File: src/include/cdps_params.svh
// constants for the card detect and power sequencer
`ifndef CDPS_PARAMS_SVH
`define CDPS_PARAMS_SVH

`define CDPS_CLK_MHZ 200
// filter time in microseconds, between the 50 us floor and 150 us ceiling
`define CDPS_FILT_US 75
`define CDPS_FILT_CYC (`CDPS_FILT_US * `CDPS_CLK_MHZ)
`define CDPS_FILT_W 14
// step spacing of the power down order, nanoseconds
`define CDPS_STEP_NS 500
`define CDPS_CLK_NS 5
`define CDPS_STEP_CYC (`CDPS_STEP_NS / `CDPS_CLK_NS)
`define CDPS_STEP_W 7
// normally-open switch: open input reads high, meaning no card
`define CDPS_POL_RST 1'b0
// sync idle levels after reset: select and program mode high, rest low
`define CDPS_SYNC_IDLE 9'h140

`endif

File: src/include/cdps_pkg.sv
// types for the card detect and power sequencer
package cdps_pkg;

    typedef enum logic [2:0] {
        CDPS_OFF,
        CDPS_RAMP,
        CDPS_UP_DATA,
        CDPS_UP_CLK,
        CDPS_UP_RST,
        CDPS_ACTIVE,
        CDPS_DN
    } cdps_state_t;

    typedef struct packed {
        logic supply;
        logic data_en;
        logic clk_en;
        logic rst_en;
    } cdps_card_en_t;

    typedef struct packed {
        logic card_present;
        logic insert_ev;
        logic extract_ev;
    } cdps_det_t;

endpackage

File: src/logic/cdps_filter.sv
// detect input synchroniser and time-based debounce filter
`timescale 1ns/1ps
`default_nettype none
`include "cdps_params.svh"

module cdps_filter
    import cdps_pkg::*;
(
    input wire logic i_clk,
    input wire logic i_arst_n,
    input wire logic i_enable,
    input wire logic i_switch,
    input wire logic i_pol_nc,
    output cdps_det_t o_det
);

    typedef struct packed {
        logic sync1;
        logic sync2;
        logic stable;
        logic [`CDPS_FILT_W-1:0] cnt;
        cdps_det_t det;
    } cdps_filt_st_t;

    cdps_filt_st_t st_r;
    cdps_filt_st_t st_nxt;
    logic present_raw;

    // open switch reads high; with normally-closed wiring high means card
    assign present_raw = i_pol_nc ? st_r.stable : ~st_r.stable;

    always_comb begin
        st_nxt = st_r;
        st_nxt.sync1 = i_switch;
        st_nxt.sync2 = st_r.sync1;
        st_nxt.det.insert_ev = 1'b0;
        st_nxt.det.extract_ev = 1'b0;
        if (!i_enable) begin
            st_nxt.cnt = '0;
        end else if (st_r.sync2 == st_r.stable) begin
            st_nxt.cnt = '0;
        end else if (st_r.cnt ==
                     `CDPS_FILT_W'(`CDPS_FILT_CYC - 1)) begin
            st_nxt.cnt = '0;
            st_nxt.stable = st_r.sync2;
        end else begin
            st_nxt.cnt = st_r.cnt + `CDPS_FILT_W'(1);
        end
        // a polarity change re-evaluates presence and may itself raise events
        if (present_raw != st_r.det.card_present) begin
            st_nxt.det.card_present = present_raw;
            st_nxt.det.insert_ev = present_raw;
            st_nxt.det.extract_ev = ~present_raw;
        end
    end

    always_ff @(posedge i_clk or negedge i_arst_n) begin
        if (!i_arst_n) begin
            st_r <= '{sync1: 1'b1, sync2: 1'b1, stable: 1'b1,
                      cnt: '0, det: '0};
        end else begin
            st_r <= st_nxt;
        end
    end

    assign o_det = st_r.det;

endmodule
`default_nettype wire

File: src/logic/cdps_host_sync.sv
// two-flop synchronisers for the host pins and the battery monitor
`timescale 1ns/1ps
`default_nettype none

module cdps_host_sync #(
    parameter int W = 5
) (
    input wire logic i_clk,
    input wire logic i_arst_n,
    input wire logic [W-1:0] i_async,
    input wire logic [W-1:0] i_rst_val,
    output logic [W-1:0] o_sync
);

    logic [W-1:0] s1_r;
    logic [W-1:0] s2_r;
    logic [1:0] prime_r;

    genvar g;
    generate
        for (g = 0; g < W; g++) begin : g_bit
            always_ff @(posedge i_clk or negedge i_arst_n) begin
                if (!i_arst_n) begin
                    s1_r[g] <= 1'b0;
                    s2_r[g] <= 1'b0;
                end else begin
                    s1_r[g] <= i_async[g];
                    s2_r[g] <= s1_r[g];
                end
            end
        end
    endgenerate

    // until both stages hold real samples the parent sees its idle levels,
    // so no false select or request edge follows reset
    always_ff @(posedge i_clk or negedge i_arst_n) begin
        if (!i_arst_n) begin
            prime_r <= 2'h0;
        end else begin
            prime_r <= {prime_r[0], 1'b1};
        end
    end

    assign o_sync = prime_r[1] ? s2_r : i_rst_val;

endmodule
`default_nettype wire

File: src/logic/cdps_top.sv
// card detect, interrupt and card power sequencer
`timescale 1ns/1ps
`default_nettype none
`include "cdps_params.svh"

module cdps_top
    import cdps_pkg::*;
(
    input wire logic i_clk,
    input wire logic i_arst_n,
    input wire logic i_chip_select_n,
    input wire logic i_supply_request,
    input wire logic i_program_mode_n,
    input wire logic i_prog_pol_nc,
    input wire logic i_batt_good,
    input wire logic i_supply_at_level,
    input wire logic i_socket_switch_input,
    input wire logic i_host_data,
    input wire logic i_host_reset,
    input wire logic i_card_data_line,
    output logic o_int_n,
    output logic o_status,
    output logic o_converter_en,
    output logic o_card_supply,
    output logic o_card_clock_en,
    output logic o_card_reset_out,
    output logic o_card_data_line,
    output logic o_card_data_oe_n,
    output logic o_host_data,
    output logic o_host_data_oe_n
);

    //--------------------------------------------------------------
    // input synchronisation
    //--------------------------------------------------------------
    // bit order: cs_n, req, pgm_n, pol, batt, lvl, hdata, hrst, cdata
    localparam int NS = 9;
    logic [NS-1:0] raw;
    logic [NS-1:0] syn;
    logic cs_n;
    logic req;
    logic pgm_n;
    logic pol_in;
    logic batt;
    logic lvl;
    logic hdata;
    logic hrst;
    logic cdata;

    assign raw = {i_chip_select_n, i_supply_request, i_program_mode_n,
                  i_prog_pol_nc, i_batt_good, i_supply_at_level,
                  i_host_data, i_host_reset, i_card_data_line};
    assign {cs_n, req, pgm_n, pol_in, batt, lvl, hdata, hrst, cdata} = syn;

    cdps_host_sync #(
        .W(NS)
    ) u_sync (
        .i_clk(i_clk),
        .i_arst_n(i_arst_n),
        .i_async(raw),
        // select and program-mode idle high after reset
        .i_rst_val(`CDPS_SYNC_IDLE),
        .o_sync(syn)
    );

    //--------------------------------------------------------------
    // state
    //--------------------------------------------------------------
    typedef struct packed {
        logic cs_n_d;
        logic req_d;
        logic pgm_seen;
        logic pol_nc;
        logic por_done;
        logic int_n;
        cdps_state_t st;
        logic [`CDPS_STEP_W-1:0] step_cnt;
        cdps_card_en_t en;
        logic conv;
        logic status;
        logic card_rst;
        logic card_dat;
        logic card_oe_n;
        logic hdat;
        logic hdat_oe_n;
    } cdps_top_st_t;

    cdps_top_st_t s_r;
    cdps_top_st_t s_nxt;
    cdps_det_t det;
    logic cs_rise;
    logic req_rise;
    logic pd_req;
    logic step_done;

    cdps_filter u_filter (
        .i_clk(i_clk),
        .i_arst_n(i_arst_n),
        .i_enable(s_r.por_done),
        .i_switch(i_socket_switch_input),
        .i_pol_nc(s_r.pol_nc),
        .o_det(det)
    );

    // select is seen three clocks late; a pulse under one clock may be lost
    assign cs_rise = cs_n & ~s_r.cs_n_d;
    assign req_rise = req & ~s_r.req_d;
    // host request low with select low, extraction, or battery fault
    assign pd_req = (~req & ~cs_n) | det.extract_ev | ~batt;
    assign step_done = (s_r.step_cnt ==
                        `CDPS_STEP_W'(`CDPS_STEP_CYC - 1));

    //--------------------------------------------------------------
    // next state
    //--------------------------------------------------------------
    always_comb begin
        s_nxt = s_r;
        s_nxt.cs_n_d = cs_n;
        s_nxt.req_d = req;
        s_nxt.step_cnt = '0;
        s_nxt.status = s_r.por_done ? det.card_present : 1'b0;

        //----------------------------------------------------------
        // power-on reset
        //----------------------------------------------------------
        // internal power-on reset: defaults restored while battery low
        if (!batt) begin
            s_nxt.por_done = 1'b0;
            s_nxt.pol_nc = `CDPS_POL_RST;
            s_nxt.int_n = 1'b1;
        end else begin
            s_nxt.por_done = 1'b1;
        end

        //----------------------------------------------------------
        // programming latch
        //----------------------------------------------------------
        // programming window opens on select low with program mode low
        if (!cs_n && !pgm_n) begin
            s_nxt.pgm_seen = 1'b1;
        end
        if (cs_rise) begin
            s_nxt.pgm_seen = 1'b0;
            if (s_r.pgm_seen && batt) begin
                s_nxt.pol_nc = pol_in;
            end
        end

        //----------------------------------------------------------
        // interrupt
        //----------------------------------------------------------
        // interrupt: release first, then any new event wins
        if (cs_rise || (req_rise && !cs_n)) begin
            s_nxt.int_n = 1'b1;
        end
        if (s_r.por_done && (det.insert_ev || det.extract_ev)) begin
            s_nxt.int_n = 1'b0;
        end

        //----------------------------------------------------------
        // card sequencer
        //----------------------------------------------------------
        case (s_r.st)
            CDPS_OFF: begin
                // standby: converter idle, every card line at ground
                s_nxt.en = '0;
                s_nxt.conv = 1'b0;
                if (s_r.por_done && batt && req && !cs_n) begin
                    s_nxt.st = CDPS_RAMP;
                    s_nxt.conv = 1'b1;
                end
            end
            CDPS_RAMP: begin
                // all card lines stay low until supply is good
                s_nxt.en = '0;
                if (pd_req) begin
                    s_nxt.st = CDPS_DN;
                end else if (lvl) begin
                    s_nxt.en.supply = 1'b1;
                    s_nxt.st = CDPS_UP_DATA;
                end
            end
            CDPS_UP_DATA, CDPS_UP_CLK, CDPS_UP_RST: begin
                s_nxt.step_cnt = s_r.step_cnt + `CDPS_STEP_W'(1);
                if (pd_req) begin
                    s_nxt.st = CDPS_DN;
                    s_nxt.step_cnt = '0;
                end else if (step_done) begin
                    s_nxt.step_cnt = '0;
                    if (s_r.st == CDPS_UP_DATA) begin
                        s_nxt.en.data_en = 1'b1;
                        s_nxt.st = CDPS_UP_CLK;
                    end else if (s_r.st == CDPS_UP_CLK) begin
                        s_nxt.en.clk_en = 1'b1;
                        s_nxt.st = CDPS_UP_RST;
                    end else begin
                        s_nxt.en.rst_en = 1'b1;
                        s_nxt.st = CDPS_ACTIVE;
                    end
                end
            end
            CDPS_ACTIVE: begin
                // select may go high freely; only a request with select low, extraction or battery fault drops power
                if (pd_req) begin
                    s_nxt.st = CDPS_DN;
                end
            end
            CDPS_DN: begin
                s_nxt.step_cnt = s_r.step_cnt + `CDPS_STEP_W'(1);
                if (step_done) begin
                    s_nxt.step_cnt = '0;
                    // drop reset, clock, data, then supply
                    // stages that never came up are skipped without a step
                    if (s_r.en.rst_en) begin
                        s_nxt.en.rst_en = 1'b0;
                    end else if (s_r.en.clk_en) begin
                        s_nxt.en.clk_en = 1'b0;
                    end else if (s_r.en.data_en) begin
                        s_nxt.en.data_en = 1'b0;
                    end else begin
                        s_nxt.en.supply = 1'b0;
                        s_nxt.conv = 1'b0;
                        s_nxt.st = CDPS_OFF;
                    end
                end
            end
            default: begin
                s_nxt.st = CDPS_OFF;
                s_nxt.en = '0;
            end
        endcase

        //----------------------------------------------------------
        // card and host lines
        //----------------------------------------------------------
        // card lines follow the host only once their stage is enabled
        s_nxt.card_rst = s_nxt.en.rst_en & hrst;
        s_nxt.card_dat = s_nxt.en.data_en & hdata;
        // open-drain style data: drive low or release to pull-up
        s_nxt.card_oe_n = ~(s_nxt.en.supply & ~s_nxt.card_dat);
        // host line: only driven while selected and card data active
        // returned card data lags the card pin by three clocks
        s_nxt.hdat = cdata;
        s_nxt.hdat_oe_n = cs_n | ~s_nxt.en.data_en;
    end

    always_ff @(posedge i_clk or negedge i_arst_n) begin
        if (!i_arst_n) begin
            s_r <= '{cs_n_d: 1'b1, req_d: 1'b0, pgm_seen: 1'b0,
                     pol_nc: `CDPS_POL_RST, por_done: 1'b0, int_n: 1'b1,
                     st: CDPS_OFF, step_cnt: '0, en: '0, conv: 1'b0,
                     status: 1'b0, card_rst: 1'b0, card_dat: 1'b0,
                     card_oe_n: 1'b1, hdat: 1'b0, hdat_oe_n: 1'b1};
        end else begin
            s_r <= s_nxt;
        end
    end

    //--------------------------------------------------------------
    // outputs
    //--------------------------------------------------------------
    assign o_int_n = s_r.int_n;
    assign o_status = s_r.status;
    assign o_converter_en = s_r.conv;
    assign o_card_supply = s_r.en.supply;
    assign o_card_clock_en = s_r.en.clk_en;
    assign o_card_reset_out = s_r.card_rst;
    assign o_card_data_line = s_r.card_dat;
    assign o_card_data_oe_n = s_r.card_oe_n;
    assign o_host_data = s_r.hdat;
    assign o_host_data_oe_n = s_r.hdat_oe_n;

endmodule
`default_nettype wire

File: config.mk
export PLATFORM = sky130hd
export DESIGN_NAME = cdps_top
export DESIGN_NICKNAME = d
export VERILOG_FILES = /design/src/include/cdps_pkg.sv /design/src/logic/cdps_filter.sv /design/src/logic/cdps_host_sync.sv /design/src/logic/cdps_top.sv
export VERILOG_INCLUDE_DIRS = /design/src /design/src/include
export SDC_FILE = /design/constraint.sdc
export NUM_CORES = 1
export LEC_CHECK = 0
export ABC_AREA = 1
export BUFFER_PORTS_ARGS = -buffer_cell sky130_fd_sc_hd__buf_4
export CELL_PAD_IN_SITES_DETAIL_PLACEMENT = 0
export CELL_PAD_IN_SITES_GLOBAL_PLACEMENT = 2
export CORE_ASPECT_RATIO = 1.25
export CORE_MARGIN = 2
export CORE_UTILIZATION = 40
export CTS_CLUSTER_SIZE = 24
export DETAILED_ROUTE_END_ITERATION = 6
export PLACE_DENSITY = 0.92
export SKIP_LAST_GASP = 1
export SLEW_MARGIN = 20
export SYNTH_ARGS = -nofsm -noshare
export SYNTH_HDL_FRONTEND = slang
export SYNTH_SLANG_ARGS = --single-unit
File: constraint.sdc
create_clock -name i_clk -period 2.55 [get_ports i_clk]
set_input_delay 0.51 -clock i_clk [delete_from_list [all_inputs] [get_ports i_clk]]
set_output_delay 0.51 -clock i_clk [all_outputs]
set_load 0.02 [all_outputs]
# Yosys cells after proc, flatten, opt, wreduce, memory -nomap -nowiden
# Cells that the tools add are included.
[classes]
n_bitwise = 21
n_reduce_logical = 20
add_sub_neg = 2
eq_ne = 23
muxes = 47
[ops]
columns = ["op", "count"]
rows = [
  ["14-bit two-way mux", 3],
  ["3-bit two-way mux", 11],
  ["1-bit two-way mux", 20],
  ["10-bit two-way mux", 2],
  ["2-bit inequality test, second input constant", 10],
  ["15-bit two-way mux", 1],
  ["3-bit one-hot mux with 5 select lines", 1],
  ["14-bit by 1-bit adder with 14-bit output, second input constant", 1],
  ["14-bit equality test, second input constant", 1],
  ["7-bit one-hot mux with 2 select lines", 1],
  ["1-bit NOT", 12],
  ["3-bit equality test, second input constant", 3],
  ["9-bit two-way mux", 1],
  ["3-bit one-hot mux with 3 select lines", 1],
  ["2-bit two-way mux", 4],
  ["8-bit AND reduction", 1],
  ["7-bit by 1-bit adder with 7-bit output, second input constant", 1],
  ["7-bit equality test, second input constant", 1],
  ["1-bit logical AND", 7],
  ["7-bit AND reduction", 1],
  ["1-bit bitwise AND", 6],
  ["3-bit by 2-bit equality test with 1-bit output, second input constant", 2],
  ["3-bit inequality test, second input constant", 2],
  ["5-bit AND reduction", 1],
  ["other kinds (14)", 19],
]
[word_totals]
register_bits = 67
word_cells = 158
output_inout_bits = 10

# Depth between registers and ports, before layout
# Gate-level depths: netlist of the first run.
[depth]
word_depth = 11
mapped_depth = 10

# Hierarchy
# From an unflattened synthesis of the first run, not the netlist that was laid out.
[unflattened]
hier_cells = 367
area_unflattened_um2 = 3245.6
[modules_own_cells]
columns = ["mod", "n_inst", "cells_per_inst", "area_per_inst_um2"]
rows = [
  ["cdps_top", 1, 192, 1547.7],
  ["cdps_filter", 1, 125, 1077.3],
  ["cdps_host_sync", 1, 50, 620.6],
]

# Worst setup path before layout of the first run
# Ideal clock, no wire load.
[synth_path]
path_type = "register to register"
startpoint = "register u_filter.st_r[3] in the netlist's numbering"
endpoint = "register u_filter.st_r[15] in the netlist's numbering"
setup_time_ps = 77
t_required_ps = 2473
period_less_slack_ps = 1368
stages_incl_launch_ff = 8
arrival_time_ps = 1291
path_slack_ps = 1182
path_cell_list = "dfrtp_1 > ha_1 > nand2_1 > nor2_1 > nand2_1 > nor2_4 > nand3_1 > a21oi_1"
[synth_rtl]
columns = ["item", "line_no", "rtl"]
rows = [
  ["start, declared", "cdps_filter.sv:25", "cdps_filt_st_t st_r;"],
  ["start signal, assigned", "cdps_filter.sv:59", "st_r <= '{sync1: 1'b1, sync2: 1'b1, stable: 1'b1,"],
  ["start signal, assigned", "cdps_filter.sv:62", "st_r <= st_nxt;"],
]

# Final worst setup path of the first run
[layout_path]
startpoint = "register s_r[11] in the netlist's numbering"
endpoint = "register s_r[19] in the netlist's numbering"
[layout_between]
elab_chain_len = 3
word_cells_on_any_way = 4
[layout_rtl]
columns = ["item", "line_no", "rtl"]
rows = [
  ["start, declared", "cdps_top.sv:88", "cdps_top_st_t s_r;"],
  ["start signal, assigned", "cdps_top.sv:249", "s_r <= '{cs_n_d: 1'b1, req_d: 1'b0, pgm_seen: 1'b0,"],
  ["start signal, assigned", "cdps_top.sv:255", "s_r <= s_nxt;"],
  ["7-bit equality test (*)", "cdps_top.sv:110", "assign step_done = (s_r.step_cnt =="],
  ["3-bit inequality test (no line) / 2-bit inequality test (equally long branches)", "-", ""],
  ["8-bit AND reduction (no line) (*)", "-", ""],
]
# Every way passes the cells marked *; elsewhere a longest branch is shown, timed or not.
# A chain may end at the register's enable or synchronous reset.

==> results of run 1 <==
registers in the layout, indices dropped and copies added, names as in the netlist:
register and cells:
s_r 17, u_filter.st_r 16, u_sync.s1_r 9, u_sync.s2_r 9
u_filter.o_det 3, u_sync.prime_r 2, o_card_clock_en 1, o_card_data_line 1
o_card_data_oe_n 1, o_card_reset_out 1, o_card_supply 1, o_converter_en 1
o_host_data 1, o_host_data_oe_n 1, o_int_n 1, o_status 1
u_filter.st_nxt 1
layout by cell type, fill, tap and decap left out, drive strengths merged, types with 2 or more instances in the layout:
cell | Yosys | routed
nand3b | 2 | 2
clkbuf | 0 | 9
nor2 | 42 | 42
inv | 39 | 43
nand3 | 29 | 29
xnor2 | 2 | 2
nor3 | 12 | 12
ha | 4 | 4
clkinv | 2 | 2
clkinvlp | 0 | 2
dfrtp | 60 | 60
nand2 | 77 | 77
or2 | 2 | 2
dfstp | 7 | 7
nand4 | 7 | 7
xor2 | 5 | 5
buf | 3 | 21
o21ai | 10 | 10
o21bai | 3 | 3
nor3b | 3 | 3
a21oi | 10 | 10
worst max path at each step:
stage	start	to	slack, ns	cells after the start
global placement	u_filter.st_r[3]	u_filter.st_r[12]	0.92	7
CTS	s_r[11]	s_r[19]	0.92	9
finish	s_r[11]	s_r[19]	0.93	9
floorplan	u_filter.st_r[3]	u_filter.st_r[15]	1.18	7
global route	u_filter.st_r[3]	u_filter.st_r[15]	0.69	7
detailed placement	u_filter.st_r[3]	u_filter.st_r[12]	0.93	7
final cells by class:
cell class | instances | area, um^2 | area share
flip-flops and latches | 67 | 1690 | 0.493
well taps | 92 | 115 | 0.0337
multi-input cells | 212 | 1090 | 0.320
inverters | 41 | 160 | 0.0469
clock inverters | 7 | 80.1 | 0.0234
clock buffers | 9 | 124 | 0.0363
repair buffers | 21 | 158 | 0.0461
worst max-delay path, stage by stage, from the launching register on:
cell and delay, ns:
dfrtp_1 0.39, ha_1 0.23, nand2_1 0.11, nor2_4 0.23, inv_2 0.08, nand2_1 0.11
nand2_1 0.07, nor2_2 0.17, nand3_1 0.09, nand2_1 0.07
per-stage QoR:
stage          instances  setup WS [ns]  power (mW)  hold WS [ns]  area, um^2
2_1_floorplan        323           1.18        1.67         0.214        2960
3_3_place_gp         433          0.922        1.80         0.332        3210
3_5_place_dp         433          0.929        1.80         0.335        3210
4_1_cts              449          0.924        2.74         0.238        3420
5_1_grt              449          0.694        2.87         0.238        3420
6_report             449          0.931        2.69         0.247        3420
layer usage:
metal | track usage | up-vias | part of all wire
li1 | - | 1091 | -
met1 | 0.203 | 977 | 0.46
met5 | 0 | - | 0
met2 | 0.235 | 36 | 0.48
met4 | 0.0874 | 0 | 0.025
met3 | 0.0423 | 12 | 0.041
power by group through the flow:
| stage | clock network, mW | registers (mW) | logic, mW |
|---|---|---|---|
| 2_1_floorplan | 0 | 1.21 | 0.460 |
| 3_3_place_gp | 0 | 1.25 | 0.550 |
| 3_5_place_dp | 0 | 1.25 | 0.551 |
| 4_1_cts | 0.949 | 1.23 | 0.557 |
| 5_1_grt | 0.986 | 1.25 | 0.637 |
| 6_report | 0.910 | 1.23 | 0.550 |
kinds of logic after synthesis:
group | after synthesis | synth area share
XOR/XNOR | 7 | 0.0207
buffers and inverters | 44 | 0.0620
other | 1 | 0.00127
AO/OA/AOI/OAI | 26 | 0.0528
flip-flops | 67 | 0.569
AND/OR/NAND/NOR | 174 | 0.278
adder cells (fa/ha/maj) | 4 | 0.0169
==> impl_metrics.ini, run 1 <==
[setup_path]
cp-start-kind = flop
crit_required_ns = 2.84
r2r_slack_ns = 0.93
rr_endpoint = s_r[19]
endpoint_kind = flop
critPathMaxFanout = 10
r2r_start = s_r[11]
reg2reg_depth = 9
critPathKind = flop to flop
crit_arrival_ns = 1.90

[sta]
post-route-period-util = 0.635
fin_crit_ns = 1.62
fin_worst_skew_ns = 0.0135
tns_ns = 0
finalHoldViolations = 0
grt_setup_unrepaired = no
max_slew_margin = 0.462
worst_pin_slew_ns = 0.808
finalSetupViolCount = 0
finalMaxSlewViolations = 0
max_freq_ghz = 0.618

[synthesis]
synthTopCellsByArea = dfrtp_1 (51%), nand2_1 (9.1%), dfstp_2 (6.2%), nor2_1 (4.4%), nand3_1 (4.4%)
async_flop_share = 1.00
synth_edf_count = 0
ys_types = 37
synth.top_cells.by_count = nand2_1 (72), dfrtp_1 (60), nor2_1 (35)
synth_ff_type = dfrtp_1
synth_top_area_frac = 0.507
synth_cells = 323
seq_area_frac_synth = 0.569
syn_area_um2 = 2960
synth_seq_cells = 67
synth_top_cell_by_area = dfrtp_1
yosysMostFrequentCell = nand2_1
yosys_warnings = 0
syn_nets = 339
syn_avg_cell_area_um2 = 9.18

[clock_tree]
clock-sinks = 67
cts_tree = built
cts_setup_buffers = 0
insertion_delay_ns = 0.35
cts_inserted_buffers = 9
htreeDepth = 3
clk_pin_slew_ns = 0.08
ctsHoldBuffers = 0
ctsResizeCount = 0
clock_path_buffers = 2
cts-root-buf = clkbuf_8

[routing]
wl_per_cell_um = 12.2
dr_total_vias = 2116
avgViaCountPerCell = 4.71
post-route-drc-count = 0
ant_nets = 0
dr.pass1.iters = 4
drt_iter0_markers = 139
routed_wl_um = 5480

[floorplan]
die_x_um = 81.0
start_util = 0.408
core_area_um2 = 7270
die_h_um = 100
ios = 22
die_area_um2 = 8120
num_rows = 35

[placement]
placement.io_buffers = 21
place_hpwl_um = 3840
gp_congestion = 0.881

[power]
intPower_mw = 1.81
p_leak_nw = 1.64
p_per_area_nw_per_um2 = 787
p_sw_mw = 0.882
irDropWorstVdd_v = 0.000465
p_comb_frac = 0.204
clockPowerShare = 0.338
sw_frac_of_total = 0.328
sequentialPowerShare = 0.457

[grt]
grt_pass1_vias = 2047
track_usage = 0.156
overflow = 0
antenna_found_initial = 0
grt_pass1_wl_um = 9500
grt_start_max_net_pins = 68

[run_status]
status = complete, no violations

[layout]
area_growth_pct = 15.3
antennaDiodeCount = 0
fin_nets = 368
fillers = 744
fin_util = 0.470
drive_gt1_frac = 0.196

[hold_path]
hp-class = primary input to async pin

[job]
maxCapViolations = 0
(Power assumes the default switching activity.)
==> run 2: changes to the inputs <==
Settings changed: CORE_UTILIZATION 40 to 37, PLACE_DENSITY 0.92 to 0.87.
Clock period 2.55 ns to 1.65 ns, I/O delays scaled along.
==> impl_metrics.ini, run 2 (synthesis results as in run 1) <==
[setup_path]
crit_path_cell_trace = ha_2 -> nand2_1 -> nor2_4 -> buf_4 -> or2_2 -> nand3_1 -> nand3_1 -> nand2_1
crit_required_ns = 1.94
critical_path.max_stage_delay_ns = 0.40
critPathKind = flop to flop
endpoint_kind = flop
r2r_slack_ns = 0.14
reg2reg_depth = 8
r2r_start = s_r[11]
rr_endpoint = o_card_data_oe_n
cp-start-kind = flop
critPathMaxFanout = 6
crit_arrival_ns = 1.80
slowest_stage = dfrtp_1

[grt]
grt_start_max_net_pins = 31
antenna_found_initial = 0
overflow = 0
grt_pass1_vias = 2231
grt_pass1_wl_um = 9920
track_usage = 0.142

[placement]
place_ws_ns = 0.136
place_hpwl_um = 4030
place_area_um2 = 3300
placement.io_buffers = 21
gp_congestion = 0.779
placed_cells = 446

[layout]
largest_reg_flops = 17
layout_commonest_cell = nand2_1
drive_gt1_frac = 0.239
design_area_um2 = 3570
largestRegisters = s_r: 17 flops, u_filter.st_r: 16 flops
top_register = s_r
instances_no_fill = 468
layout_common_cells = nand2_1 (72), dfrtp_1 (58), buf_4 (35), inv_1 (34), nor2_1 (34)
area_growth_pct = 20.3
antennaDiodeCount = 0
fin_nets = 384

[power]
intPower_mw = 2.85
p_leak_nw = 1.72
irDropWorstVdd_v = 0.000759
p_per_area_nw_per_um2 = 1190
p_sw_mw = 1.39
p_comb_frac = 0.218
clockPowerShare = 0.335
sw_frac_of_total = 0.328
sequentialPowerShare = 0.447

[floorplan]
die_h_um = 104
core_area_um2 = 7790
ios = 22
num_rows = 36
start_util = 0.380
die_x_um = 84.1
die_area_um2 = 8750

[routing]
routed_wl_um = 5550
dr.pass1.iters = 4
post-route-drc-count = 0
drt_iter0_markers = 72
wl_per_cell_um = 11.9
dr_total_vias = 2246
avgViaCountPerCell = 4.80
ant_nets = 0

[sta]
fin_hold_ws_ns = 0.0848
finalHoldViolations = 0
fin_worst_skew_ns = 0.00605
finalSetupViolCount = 0
tns_ns = 0
finalMaxSlewViolations = 0
grt_setup_unrepaired = no
post-route-period-util = 0.915
fin_crit_ns = 1.51
max_freq_ghz = 0.662
finalWorstSetupSlack_ns = 0.140

[hold_path]
holdPathEnd = u_sync.s1_r[6]
hold_depth = 1
holdCritStartpoint = i_program_mode_n
hp-class = primary input to flop

[clock_tree]
cts_inserted_buffers = 9
insertion_delay_ns = 0.34
htreeDepth = 3
cts_tree = built
clock_path_buffers = 2
clock-sinks = 67
clk_pin_slew_ns = 0.08
cts-root-buf = clkbuf_8

[run_status]
status = complete, no violations

[job]
maxCapViolations = 0
-- run 2: worst max path at each step --
stage                           from                end  slack [ns]  depth (start not counted)
floorplan           u_filter.st_r[3]  u_filter.st_r[15]        0.28                          7
CTS                          s_r[11]    o_card_clock_en        0.12                         10
finish                       s_r[11]   o_card_data_oe_n        0.14                          8
global placement    u_filter.st_r[3]  u_filter.st_r[12]        0.14                          8
detailed placement  u_filter.st_r[3]  u_filter.st_r[12]        0.14                          8
global route                 s_r[11]    o_card_clock_en        0.01                         10
-- run 2: layout make-up --
cell class                 count  area (um^2)
inverter                      41          160
clock inverter                 7         82.6
clock buffer                   9          124
multi-input combinational    212         1100
fill                         762         4230
tap                           95          119
timing repair buffer          37          293
sequential                    67         1690
-- run 2: worst max-delay path, delay by kind of cell, from the launching register on --
family | cells | cell delay [ns]
simple gates | 6 | 0.72
flops | 1 | 0.40
buf+inv | 1 | 0.13
fa+ha+maj | 1 | 0.21
-- run 2: metrics by stage --
stage          power, mW  utilization
3_5_place_dp        2.84        0.424
4_1_cts             4.30        0.452
5_1_grt             4.51        0.458
2_1_floorplan       2.58            -
3_3_place_gp        2.86        0.424
6_report            4.25        0.458
-- run 2: what timing repair did --
item	in CTS	in global routing
endpoints found under the setup margin	0	8
resized for setup	0	4
endpoints found under the hold margin	21	0
hold buffers	1	0
buffers inserted	0	5
-- run 2: layer usage --
layer,vias to the layer above,share of wire,GRT usage
met2,34,0.49,0.226
met5,-,0,0
met3,6,0.030,0.0325
li1,1121,-,-
met4,0,0.018,0.0703
met1,1085,0.46,0.180
-- run 2: power by group through the flow --
stage	Combinational, mW	Sequential [mW]	Clock [mW]
floorplan	0.710	1.87	0
global placement	0.933	1.92	0
detailed placement	0.919	1.93	0
CTS	0.929	1.90	1.47
global route	1.04	1.91	1.55
finish	0.925	1.90	1.42
==> run 3: changes to the inputs <==
Settings changed: ABC_AREA 1 to default, CORE_MARGIN 2 to 10, CORE_UTILIZATION 37 to 40, PLACE_DENSITY 0.87 to 0.88.
==> impl_metrics.ini, run 3 <==
[layout]
top_register = s_r
antennaDiodeCount = 0
fin_nets = 311
layout_common_cells = dfrtp_1 (60), buf_4 (41), nor2_1 (32), nand2_1 (15)
fillers = 667
largest_reg_flops = 17
largestRegisters = s_r: 17 flops, u_filter.st_r: 16 flops
area_growth_pct = 25.2
layout_commonest_cell = dfrtp_1
drive_gt1_frac = 0.293

[synthesis]
syn_avg_cell_area_um2 = 11.4
synth_edf_count = 0
syn_area_um2 = 2800
synth.top_cells.by_count = dfrtp_1 (60), nor2_1 (32), nand2_1 (17)
synth_top_cell_by_area = dfrtp_1
ys_types = 54
synth_top_area_frac = 0.535
seq_area_frac_synth = 0.601
yosys_warnings = 0
synth_seq_cells = 67
synthTopCellsByArea = dfrtp_1 (54%), dfstp_2 (6.6%), nor2_1 (4.3%), xor2_1 (3.1%), xnor2_1 (2.8%)
yosysMostFrequentCell = dfrtp_1
synth_ff_type = dfrtp_1
syn_nets = 261
synth_cells = 245
async_flop_share = 1.00

[sta]
fin_hold_ws_ns = 0.105
finalMaxSlewViolations = 0
post-route-period-util = 0.986
finalHoldViolations = 0
fin_worst_skew_ns = 0.00622
tns_ns = 0
finalWorstSetupSlack_ns = 0.0226
fin_crit_ns = 1.63
grt_setup_unrepaired = yes
max_freq_ghz = 0.614
finalSetupViolCount = 0

[clock_tree]
clock-sinks = 67
clock_path_buffers = 2
cts_inserted_buffers = 9
insertion_delay_ns = 0.33
cts_tree = built
htreeDepth = 3
cts-root-buf = clkbuf_8
clk_pin_slew_ns = 0.07

[placement]
gp_congestion = 0.847
placement.io_buffers = 21
place_ws_ns = 0.00853
place_hpwl_um = 3850

[routing]
ant_nets = 0
dr.pass1.iters = 4
routed_wl_um = 5140
wl_per_cell_um = 13.2
dr_total_vias = 1913
drt_iter0_markers = 41
post-route-drc-count = 0
avgViaCountPerCell = 4.91

[grt]
antenna_found_initial = 0
grt_pass1_vias = 1956
grt_start_max_net_pins = 40
overflow = 0
grt_pass1_wl_um = 8960
track_usage = 0.104

[hold_path]
hp-class = primary input to flop
hold_depth = 1
holdCritStartpoint = i_host_data
holdPathEnd = u_sync.s1_r[2]

[floorplan]
core_area_um2 = 6890
die_area_um2 = 10800
num_rows = 34
die_h_um = 114
start_util = 0.407
ios = 22
die_x_um = 94.9

[setup_path]
cp-start-kind = flop
crit_required_ns = 1.87
rr_endpoint = o_card_reset_out
critPathMaxFanout = 5
endpoint_kind = flop
r2r_slack_ns = 0.02
r2r_start = s_r[11]
critPathKind = flop to flop
crit_arrival_ns = 1.85
reg2reg_depth = 6

[power]
total_power_mw = 4.21
p_leak_nw = 1.58
p_per_area_nw_per_um2 = 1200
irDropWorstVdd_v = 0.000646

[job]
maxCapViolations = 0

[run_status]
status = complete, no violations
run 3: cells by family after synthesis:
logic type,Yosys count,share of synthesized area
other,1,0.00134
adders and majority gates,4,0.0178
buffers and inverters,13,0.0214
and+or+nand+nor,99,0.181
DFF,67,0.601
AOI/OAI and AO/OA,39,0.107
muxes,3,0.0112
xor gates and xnor gates,19,0.0593
run 3: repair_timing:
item                                    4_1_cts  5_1_grt
endpoints found under the setup margin        0       27
endpoints found under the hold margin        30        0
setup buffers                                 0        1
resized for setup                             0        9
hold buffers                                  1        0
run 3: final cells by class:
cell class | count | area, um^2 | area share
Clock inverter | 4 | 72.6 | 0.0207
Clock buffer | 12 | 155 | 0.0442
Multi-Input combinational cell | 165 | 1100 | 0.312
Inverter | 8 | 30.0 | 0.00856
Timing Repair Buffer | 44 | 358 | 0.102
Tap cell | 90 | 113 | 0.0321
Sequential cell | 67 | 1690 | 0.480
run 3: critical path, cell delays in order (launching register included):
cell	delay, ns
dfrtp_1	0.38
ha_1	0.21
and4bb_2	0.28
and4_4	0.22
a32oi_1	0.14
o21ai_1	0.11
and3_1	0.19
run 3: report_power, final:
part / switching [mW] / total (mW) / leakage, nW / internal, mW
clock network: 0.558 / 1.49 / 0.113 / 0.931
registers: 0.107 / 1.88 / 0.846 / 1.78
logic: 0.447 / 0.838 / 0.619 / 0.391
run 3: per-stage QoR:
step,instance area [um^2],cells,util
finish,3510,390,0.509
global route,3510,390,0.509
CTS,3460,389,0.503
detailed placement,3230,372,0.468
global placement,3230,372,0.468
floorplan,2800,245,-
run 3: how the worst max path moves through the flow:
| stage | from | end | depth (start not counted) |
|---|---|---|---|
| after floorplan | s_r[11] | o_card_data_line | 7 |
| final | s_r[11] | o_card_reset_out | 6 |
| after global placement | s_r[11] | o_card_reset_out | 6 |
| after global routing | s_r[12] | o_card_data_line | 6 |
| after detailed placement | s_r[11] | o_card_reset_out | 6 |
| after CTS | s_r[11] | o_card_reset_out | 6 |
run 3: routing by layer:
metal | track usage | up-vias | routed length [um]
met5 | 0 | - | 0
met2 | 0.168 | 28 | 2680
met1 | 0.119 | 935 | 2180
met3 | 0.0381 | 8 | 206
met4 | 0.0530 | 0 | 78
li1 | - | 942 | -
